### config.mk
export PLATFORM = sky130hd
export DESIGN_NAME = rsinit_regs
export DESIGN_NICKNAME = d
export VERILOG_FILES = /design/src/shared/rsinit_pkg.sv /design/src/shared/rsinit_mem_if.sv /design/src/verilog/rsinit_regs.sv /design/src/verilog/rsinit_sram.sv
export SDC_FILE = /design/constraint.sdc
export NUM_CORES = 2
export LEC_CHECK = 0
export BUFFER_PORTS_ARGS = -buffer_cell sky130_fd_sc_hd__buf_2
export CORE_ASPECT_RATIO = 2
export CORE_UTILIZATION = 26
export DETAILED_ROUTE_END_ITERATION = 16
export PLACE_DENSITY = 0.37
export SYNTH_ARGS = -nofsm -noshare
export SYNTH_HDL_FRONTEND = slang
export SYNTH_SLANG_ARGS = --single-unit
### constraint.sdc
create_clock -name clk -period 14.4 [get_ports clk]
set_input_delay 2.88 -clock clk [delete_from_list [all_inputs] [get_ports clk]]
set_output_delay 2.88 -clock clk [all_outputs]
set_load 0.1 [all_outputs]
### src/shared/rsinit_pkg.sv
// How it works
// - every reset loads ones into config, pc low, direction, wake and pin registers; mode gets 0Fh
// - accumulator, counter, port data, sram, wake pending, watchdog kept except power-on and brown-out
// - power-on clears status 7:5, sets status 4:3 to 11, leaves 2:0 undefined
// - wakeup keeps status 4:0 and clears status 7:5
// - brown-out clears status 7:5, status 4:0 undefined
// - watchdog keeps status 2:0, clears 7:5, flags 00 when asleep else 01
// - external pin keeps status 2:0, clears 7:5, flags 10 when asleep else unchanged
// - pointer bit 7 forced to 1 except power-on; low bits kept except brown-out
// - comparator control bits 0, 6 and 7 set to 1 on every reset
// - every reset points the program counter at the top of program memory
// - comparator and its pin output stay disabled until software clears enables
package rsinit_pkg;
   // ****************
   // register map
   // ****************
   localparam logic [11:0] RSINIT_OFF_RTC = 12'h004;
   localparam logic [11:0] RSINIT_OFF_PCL = 12'h008;
   localparam logic [11:0] RSINIT_OFF_STATUS = 12'h00c;
   localparam logic [11:0] RSINIT_OFF_PTR = 12'h010;
   localparam logic [11:0] RSINIT_OFF_TMRCFG = 12'h020;
   localparam logic [11:0] RSINIT_OFF_MODE = 12'h024;
   localparam logic [11:0] RSINIT_OFF_ACC = 12'h028;
   localparam logic [11:0] RSINIT_OFF_CMP = 12'h02c;
   localparam logic [11:0] RSINIT_OFF_WPND = 12'h030;
   localparam logic [11:0] RSINIT_OFF_WEDGE = 12'h034;
   localparam logic [11:0] RSINIT_OFF_WEN = 12'h038;
   localparam logic [11:0] RSINIT_OFF_WDOG = 12'h03c;
   localparam logic [11:0] RSINIT_OFF_PCHI = 12'h040;
   localparam logic [11:0] RSINIT_OFF_RST = 12'h044;
   localparam logic [11:0] RSINIT_OFF_PORT = 12'h080;
   localparam logic [11:0] RSINIT_OFF_SRAM = 12'h400;
   localparam int RSINIT_NPORT = 3;
   localparam int RSINIT_NCFG = 5;
   localparam int RSINIT_SRAM_AW = 8;
   // ****************
   // reset values
   // ****************
   localparam logic [7:0] RSINIT_ONES = 8'hff;
   localparam logic [7:0] RSINIT_MODE_RST = 8'h0f;
   localparam logic [7:0] RSINIT_CMP_SET = 8'hc1;
   localparam logic [7:0] RSINIT_PTR_SET = 8'h80;
   localparam logic [7:0] RSINIT_STAT_POR = 8'h18;
   localparam logic [1:0] RSINIT_TF_WD_SLEEP = 2'b00;
   localparam logic [1:0] RSINIT_TF_WD_RUN = 2'b01;
   localparam logic [1:0] RSINIT_TF_EXT_SLEEP = 2'b10;
   localparam logic [2:0] RSINIT_PCHI_TOP = 3'h7;
   localparam int RSINIT_TF_LO = 3;
   localparam int RSINIT_CLR_LO = 5;
   typedef enum logic [2:0] {
      RSINIT_RT_POR = 3'd1,
      RSINIT_RT_WAKE = 3'd2,
      RSINIT_RT_BOR = 3'd3,
      RSINIT_RT_WDOG = 3'd4,
      RSINIT_RT_EXT = 3'd5
   } rsinit_rtype_type;
   typedef enum logic [1:0] {
      RSINIT_ST_IDLE = 2'b01,
      RSINIT_ST_ACC = 2'b10
   } rsinit_apb_type;
endpackage

### src/shared/rsinit_mem_if.sv
`timescale 1ns/1ps
interface rsinit_mem_if #(parameter int AW = 8);
   logic we;
   logic [AW-1:0] addr;
   logic [7:0] wdata;
   logic [7:0] rdata;
   modport ctl (output we, output addr, output wdata, input rdata);
   modport mem (input we, input addr, input wdata, output rdata);
endinterface

### src/verilog/rsinit_regs.sv
`timescale 1ns/1ps
module rsinit_regs import rsinit_pkg::*; #(
   parameter int NPORT = RSINIT_NPORT
) (
   input wire logic clk,
   input wire logic rst,
   input wire logic rst_req,
   input wire logic [2:0] rst_kind,
   input wire logic in_sleep,
   input wire logic psel,
   input wire logic penable,
   input wire logic pwrite,
   input wire logic [11:0] paddr,
   input wire logic [31:0] pwdata,
   output logic [31:0] prdata,
   output logic pready,
   output logic pslverr,
   output logic cmp_enable,
   output logic cmp_pin_enable,
   output logic [10:0] program_counter
);
   // ****************
   // state
   // ****************
   typedef struct packed {
      rsinit_apb_type st;
      logic [31:0] rdata;
      logic err;
      logic rdy;
      logic [7:0] acc, rtc, pcl, status, ptr, tmrcfg, mode, cmp, wpnd, wedge, wen, wdog;
      logic [2:0] pchi;
      logic [2:0] last_kind;
      logic [NPORT-1:0][7:0] dir, lat, smt, lvl, plp;
      logic sram_rd;
      logic cen;
      logic pen;
   } rsinit_state_type;
   rsinit_state_type s_r, s_nxt;
   rsinit_mem_if #(.AW(RSINIT_SRAM_AW)) mif ();
   rsinit_sram #(.AW(RSINIT_SRAM_AW)) u_sram (.clk(clk), .m(mif));
   function automatic logic [31:0] rsinit_z(input logic [7:0] v);
      return {24'h0000_00, v};
   endfunction
   wire sram_hit = paddr[11:10] == RSINIT_OFF_SRAM[11:10];
   assign mif.addr = paddr[RSINIT_SRAM_AW+1:2];
   assign mif.wdata = pwdata[7:0];
   assign mif.we = psel && penable && pwrite && s_r.st == RSINIT_ST_ACC && sram_hit && !rst_req;
   always_comb begin
      logic [4:0] pidx;
      logic [1:0] grp;
      s_nxt = s_r;
      pidx = 5'(paddr[6:2]);
      grp = pidx[4:3];
      s_nxt.rdy = 1'b0;
      s_nxt.err = 1'b0;
      // ****************
      // apb slave: setup, then one wait cycle, then ready
      // ****************
      case (s_r.st)
         RSINIT_ST_IDLE: begin
            if (psel && !penable) begin
               s_nxt.st = RSINIT_ST_ACC;
               s_nxt.sram_rd = sram_hit;
            end
         end
         RSINIT_ST_ACC: begin
            if (!s_r.rdy) begin
               s_nxt.rdy = 1'b1;
               s_nxt.rdata = 32'h0000_0000;
               if (s_r.sram_rd) begin
                  s_nxt.rdata = rsinit_z(mif.rdata);
               end else if (paddr[11:7] == RSINIT_OFF_PORT[11:7]) begin
                  if (pidx[2:0] < 3'(NPORT) && grp != 2'd3) begin
                     case (grp)
                        2'd0: s_nxt.rdata = rsinit_z(s_r.dir[pidx[2:0]]);
                        2'd1: s_nxt.rdata = rsinit_z(s_r.lat[pidx[2:0]]);
                        default: s_nxt.rdata = rsinit_z(pidx[3] ? s_r.plp[pidx[2:0]] : s_r.lvl[pidx[2:0]]);
                     endcase
                  end else if (pidx == 5'd24 + 5'(NPORT)) begin
                     s_nxt.rdata = 32'h0000_0000;
                  end else if (pidx >= 5'd24 && pidx < 5'd24 + 5'(NPORT)) begin
                     s_nxt.rdata = rsinit_z(s_r.smt[pidx[2:0]]);
                  end else begin
                     s_nxt.err = 1'b1;
                  end
                  if (pwrite && !s_nxt.err) begin
                     if (grp == 2'd3) begin
                        s_nxt.smt[pidx[2:0]] = pwdata[7:0];
                     end else if (grp == 2'd0) begin
                        s_nxt.dir[pidx[2:0]] = pwdata[7:0];
                     end else if (grp == 2'd1) begin
                        s_nxt.lat[pidx[2:0]] = pwdata[7:0];
                     end else if (pidx[3]) begin
                        s_nxt.plp[pidx[2:0]] = pwdata[7:0];
                     end else begin
                        s_nxt.lvl[pidx[2:0]] = pwdata[7:0];
                     end
                  end
               end else begin
                  case (paddr)
                     RSINIT_OFF_RTC: s_nxt.rdata = rsinit_z(s_r.rtc);
                     RSINIT_OFF_PCL: s_nxt.rdata = rsinit_z(s_r.pcl);
                     RSINIT_OFF_STATUS: s_nxt.rdata = rsinit_z(s_r.status);
                     RSINIT_OFF_PTR: s_nxt.rdata = rsinit_z(s_r.ptr);
                     RSINIT_OFF_TMRCFG: s_nxt.rdata = rsinit_z(s_r.tmrcfg);
                     RSINIT_OFF_MODE: s_nxt.rdata = rsinit_z(s_r.mode);
                     RSINIT_OFF_ACC: s_nxt.rdata = rsinit_z(s_r.acc);
                     RSINIT_OFF_CMP: s_nxt.rdata = rsinit_z(s_r.cmp);
                     RSINIT_OFF_WPND: s_nxt.rdata = rsinit_z(s_r.wpnd);
                     RSINIT_OFF_WEDGE: s_nxt.rdata = rsinit_z(s_r.wedge);
                     RSINIT_OFF_WEN: s_nxt.rdata = rsinit_z(s_r.wen);
                     RSINIT_OFF_WDOG: s_nxt.rdata = rsinit_z(s_r.wdog);
                     RSINIT_OFF_PCHI: s_nxt.rdata = {29'h0000_0000, s_r.pchi};
                     RSINIT_OFF_RST: s_nxt.rdata = {29'h0000_0000, s_r.last_kind};
                     default: s_nxt.err = 1'b1;
                  endcase
                  if (pwrite) begin
                     case (paddr)
                        RSINIT_OFF_RTC: s_nxt.rtc = pwdata[7:0];
                        RSINIT_OFF_PCL: s_nxt.pcl = pwdata[7:0];
                        // sleep and timeout flags are set only by reset
                        RSINIT_OFF_STATUS: s_nxt.status = {pwdata[7:5], s_r.status[4:3], pwdata[2:0]};
                        RSINIT_OFF_PTR: s_nxt.ptr = pwdata[7:0];
                        RSINIT_OFF_TMRCFG: s_nxt.tmrcfg = pwdata[7:0];
                        RSINIT_OFF_MODE: s_nxt.mode = pwdata[7:0];
                        RSINIT_OFF_ACC: s_nxt.acc = pwdata[7:0];
                        RSINIT_OFF_CMP: s_nxt.cmp = pwdata[7:0];
                        RSINIT_OFF_WPND: s_nxt.wpnd = pwdata[7:0];
                        RSINIT_OFF_WEDGE: s_nxt.wedge = pwdata[7:0];
                        RSINIT_OFF_WEN: s_nxt.wen = pwdata[7:0];
                        RSINIT_OFF_WDOG: s_nxt.wdog = pwdata[7:0];
                        RSINIT_OFF_PCHI: s_nxt.pchi = pwdata[2:0];
                        default: ;
                     endcase
                  end
               end
            end else if (!(psel && penable)) begin
               s_nxt.st = RSINIT_ST_IDLE;
            end else begin
               s_nxt.st = RSINIT_ST_IDLE;
            end
         end
         default: s_nxt.st = RSINIT_ST_IDLE;
      endcase
      // ****************
      // reset-type loads, win over bus access
      // ****************
      if (rst_req) begin
         s_nxt.last_kind = rst_kind;
         s_nxt.tmrcfg = RSINIT_ONES;
         s_nxt.pcl = RSINIT_ONES;
         s_nxt.pchi = RSINIT_PCHI_TOP;
         s_nxt.mode = RSINIT_MODE_RST;
         s_nxt.wedge = RSINIT_ONES;
         s_nxt.wen = RSINIT_ONES;
         for (int i = 0; i < NPORT; i++) begin
            s_nxt.dir[i] = RSINIT_ONES;
            s_nxt.smt[i] = RSINIT_ONES;
            s_nxt.lvl[i] = RSINIT_ONES;
            s_nxt.plp[i] = RSINIT_ONES;
         end
         s_nxt.cmp = s_r.cmp | RSINIT_CMP_SET;
         // undefined fields keep their value: acc, rtc, latches, sram, wpnd, wdog
         s_nxt.status[7:RSINIT_CLR_LO] = 3'b000;
         case (rsinit_rtype_type'(rst_kind))
            RSINIT_RT_POR: begin
               s_nxt.status[4:RSINIT_TF_LO] = RSINIT_STAT_POR[4:3];
            end
            RSINIT_RT_WAKE: begin
               s_nxt.ptr = s_r.ptr | RSINIT_PTR_SET;
            end
            RSINIT_RT_BOR: begin
               s_nxt.ptr = s_r.ptr | RSINIT_PTR_SET;
            end
            RSINIT_RT_WDOG: begin
               s_nxt.ptr = s_r.ptr | RSINIT_PTR_SET;
               s_nxt.status[4:RSINIT_TF_LO] = in_sleep ? RSINIT_TF_WD_SLEEP : RSINIT_TF_WD_RUN;
            end
            RSINIT_RT_EXT: begin
               s_nxt.ptr = s_r.ptr | RSINIT_PTR_SET;
               if (in_sleep) begin
                  s_nxt.status[4:RSINIT_TF_LO] = RSINIT_TF_EXT_SLEEP;
               end
            end
            default: ;
         endcase
      end
      // comparator enables are registered so the outputs come from flops
      s_nxt.cen = ~s_nxt.cmp[0];
      s_nxt.pen = ~s_nxt.cmp[0] & ~s_nxt.cmp[6];
   end
   always_ff @(posedge clk or posedge rst) begin
      if (rst) begin
         s_r <= '0;
         s_r.st <= RSINIT_ST_IDLE;
         s_r.tmrcfg <= RSINIT_ONES;
         s_r.pcl <= RSINIT_ONES;
         s_r.pchi <= RSINIT_PCHI_TOP;
         s_r.mode <= RSINIT_MODE_RST;
         s_r.wedge <= RSINIT_ONES;
         s_r.wen <= RSINIT_ONES;
         s_r.cmp <= RSINIT_CMP_SET;
         s_r.status <= RSINIT_STAT_POR;
         s_r.last_kind <= 3'(RSINIT_RT_POR);
         s_r.dir <= '1;
         s_r.smt <= '1;
         s_r.lvl <= '1;
         s_r.plp <= '1;
      end else begin
         s_r <= s_nxt;
      end
   end
   // ****************
   // outputs
   // ****************
   assign prdata = s_r.rdata;
   assign pready = s_r.rdy;
   assign pslverr = s_r.err;
   assign cmp_enable = s_r.cen;
   assign cmp_pin_enable = s_r.pen;
   assign program_counter = {s_r.pchi, s_r.pcl};
endmodule

### src/verilog/rsinit_sram.sv
`timescale 1ns/1ps
// sram keeps its contents across every reset
module rsinit_sram #(parameter int AW = 8) (
   input wire clk,
   rsinit_mem_if.mem m
);
   logic [7:0] mem_r [0:(1<<AW)-1];
   logic [7:0] rd_r;
   always_ff @(posedge clk) begin
      if (m.we) begin
         mem_r[m.addr] <= m.wdata;
      end
      rd_r <= mem_r[m.addr];
   end
   assign m.rdata = rd_r;
endmodule
==> results.toml <==
[outcome]
status = "finished, final reports clean"

[synthesis]
synthArstFlopShare_pct = 10.3
ys_types = 77
syn-mean-instance-area_um2 = 19.7
synth_cells = 4644
cell_area_after_synthesis_um2 = 91300
synth.ff_latch_count = 2293
synth_edf_count = 2048
ys.flop_type = "edfxtp_1"
synth-warning-count = 0
portion_of_the_post_synthesis_area_used_by_sequential_elements_pct = 74.2

[clocking]
clock_tree.buffer_depth = 4
h_tree_levels = 4
cts.clk_slew.worst_paths_ns = 0.07
cts.sinks = 2293
tritoncts = "done"
cts_hold_buf = 0
cts_buffers = 213
cts.repair.resized = 0
clk-insertion-delay-late_ns = 0.90
post-cts-setup-buffers = 0
cts-root-buf = "clkbuf_16"

[power]
seq_power_share_pct = 53.1
p_comb_share_pct = 6.7
clock_power_share_pct = 40.1
power_leakage_nw = 32.2
power_switching_share_pct = 23.7
worst_ir_drop_vdd_uv = 97.2
internal_power_mw = 10.5
switchingPower_mw = 3.27
power_density_nw_per_um2 = 133

[sta]
max_frequency_mhz = 142
final-max-slew-violation-count = 0
final-hold-violation-count = 0
timing_worst_slew_pin_value_ns = 1.44
report.final.setup_viol = 0
min_period_over_period_pct = 48.8
clock-skew-final_ns = 0.0342
totalNegativeSetupSlack_ns = 0
grt_setup_unrepaired = "no"
relSlewSlack_pct = 3.91
layout_min_cycle_time_ns = 7.02

[placed_design]
dpl_cell_area_um2 = 97000
dp.final_hpwl_um = 201000
globalplace.congestion = 0.801
buffer_ports.inserted = 52

[floorplan]
placement_rows = 307
core_region_area_um2 = 349000
pin_count = 101
floorplan.die.height_um = 840
dieArea_um2 = 354000
initial_core_util_pct = 26.1
die_w_um = 421

[final_layout]
final_area_um2 = 103000
num-nets-final = 4789
final_layout_size_suffix_gt1_share_pct = 27.3
filler_cells_inserted = 34200
mostFrequentLayoutCells = "edfxtp_1, mux4_2, nor2_1"
most_frequent_standard_cell_in_the_layout_excluding_fill_and_tap_cells = "edfxtp_1"
area_delta_synth_final_pct = 13.3

[global_routing]
aggregate_global_routing_overflow = 0
grt_pass1_vias = 48600
grt.total_usage_pct = 17.4
antenna_violations_before_repair = 10
first_pass_grt_wire_length_um = 426000
largest_net_degree_at_the_start_of_global_routing = 173

[critical_path]
startpoint_type = "input pin"
end_kind = "register"
critPathKind = "input pin to register"
worstPathArrival_ns = 7.80
critical_path.max_fanout = 43
crit_required_ns = 15.17

[route]
detail_route.iter0.violations = 3309
detail_route.vias_per_cell = 4.77
detail_route.wl_per_cell_um = 32.6
routed-via-count = 45500
drt-pass1-iter-count = 7
antenna_violating_nets_left = 0
wl_um = 311000
route.detailed.drc = 0

[worst_hold_path]
min-delay-path-class = "register to register"

[job]
max-cap-violations = 0
## cells by family after synthesis
group | count (synthesis) | share of synthesized area [%]
multiplexers | 772 | 16.3
adder cells (fa/ha/maj) | 3 | 0.0411
XOR/XNOR | 1 | 0.00960
flip-flops | 2293 | 74.2
buffers and inverters | 341 | 1.97
other | 1 | 0.00411
AND/OR/NAND/NOR | 771 | 3.76
AO/OA/AOI/OAI | 462 | 3.66
## cells in the mapped netlist, drive strengths merged, types with 18 or more instances
cell / count / area (µm²)
edfxtp: 2048 / 61500
mux4: 555 / 12500
nor2: 313 / 1180
nand2: 257 / 965
buf: 177 / 1180
mux2: 150 / 1690
clkbuf: 147 / 552
dfstp: 142 / 3730
dfrtp: 95 / 2380
mux2i: 67 / 671
a21oi: 60 / 323
o21ai: 60 / 300
a22o: 56 / 490
a221oi: 52 / 455
a22oi: 48 / 360
nand3: 48 / 240
o22ai: 41 / 257
nand3b: 36 / 270
a31oi: 34 / 225
o2bb2ai: 28 / 245
o21bai: 21 / 158
nor2b: 20 / 125
nand4: 18 / 113
## power by group through the flow
stage	clock [mW]	sequential (mW)	combinational, mW
after floorplan	0	7.46	0.536
after global routing	5.87	7.34	0.978
after global placement	0	7.48	0.954
after detailed placement	0	7.48	0.963
after CTS	5.70	7.33	0.965
final	5.54	7.34	0.931
## critical path, stage by stage
cell	delay, ns
buf_8	0.38
buf_4	0.62
buf_4	0.63
buf_4	0.86
mux4_2	0.65
mux2i_1	0.29
o22ai_1	0.22
a21oi_1	0.36
nand4_1	0.17
or4_1	0.58
## sequential cells by signal, indices dropped and copies added, names as in the netlist
register,cells
u_sram.mem_r,2048
s_r,214
program_counter,11
prdata,8
u_sram.m.rdata,8
cmp_enable,1
cmp_pin_enable,1
pready,1
pslverr,1
## path summary, 6_finish.rpt
check,slack (ns),start,end,depth (start not counted)
max,7.38,paddr[2],u_sram.m.rdata[2]$_DFF_P_,10
min,0.47,s_r[99]$_DFFE_PP1P_,s_r[99]$_DFFE_PP1P_,2
max reg2reg,10.78,s_r[259]$_DFFE_PP1P_,s_r[97]$_DFFE_PP0P_,6
min reg2reg,0.47,s_r[99]$_DFFE_PP1P_,s_r[99]$_DFFE_PP1P_,2
max in group asynchronous,9.72,rst,s_r[158]$_DFFE_PP0P_,5
min in group asynchronous,2.14,rst,s_r[83]$_DFFE_PP0P_,2
## layer usage
metal	GRT usage [%]	part of all wire, %	vias up
met5	0	0	-
met4	5.74	3.5	0
met3	1.71	3.0	344
met2	35.1	58	978
met1	18.4	35	25100
li1	-	-	19100
## metrics by stage
stage / total power, mW / hold slack [ns] / std cells / utilization, % / setup slack, ns
2_1_floorplan: 8.00 / 0.443 / 4667 / - / 5.25
4_1_cts: 14.0 / 0.466 / 9530 / 29.6 / 7.15
3_5_place_dp: 8.44 / 0.456 / 9152 / 27.8 / 6.15
3_3_place_gp: 8.43 / 0.455 / 9152 / 27.8 / 6.20
5_1_grt: 14.2 / 0.477 / 9534 / 29.6 / 7.05
6_report: 13.8 / 0.466 / 9536 / 29.6 / 7.38
## cell type report
type / instances / area, µm² / share of cell area (%)
flip-flops and latches: 2293 / 67800 / 65.5
multi-input cells: 2033 / 21900 / 21.2
well taps: 4635 / 5800 / 5.61
clock buffers: 281 / 5730 / 5.54
repair buffers: 174 / 1390 / 1.34
clock inverters: 97 / 711 / 0.687
inverters: 17 / 76.3 / 0.0738
diodes: 6 / 15.0 / 0.0145
Note: power is estimated with default switching activity, not from simulation.
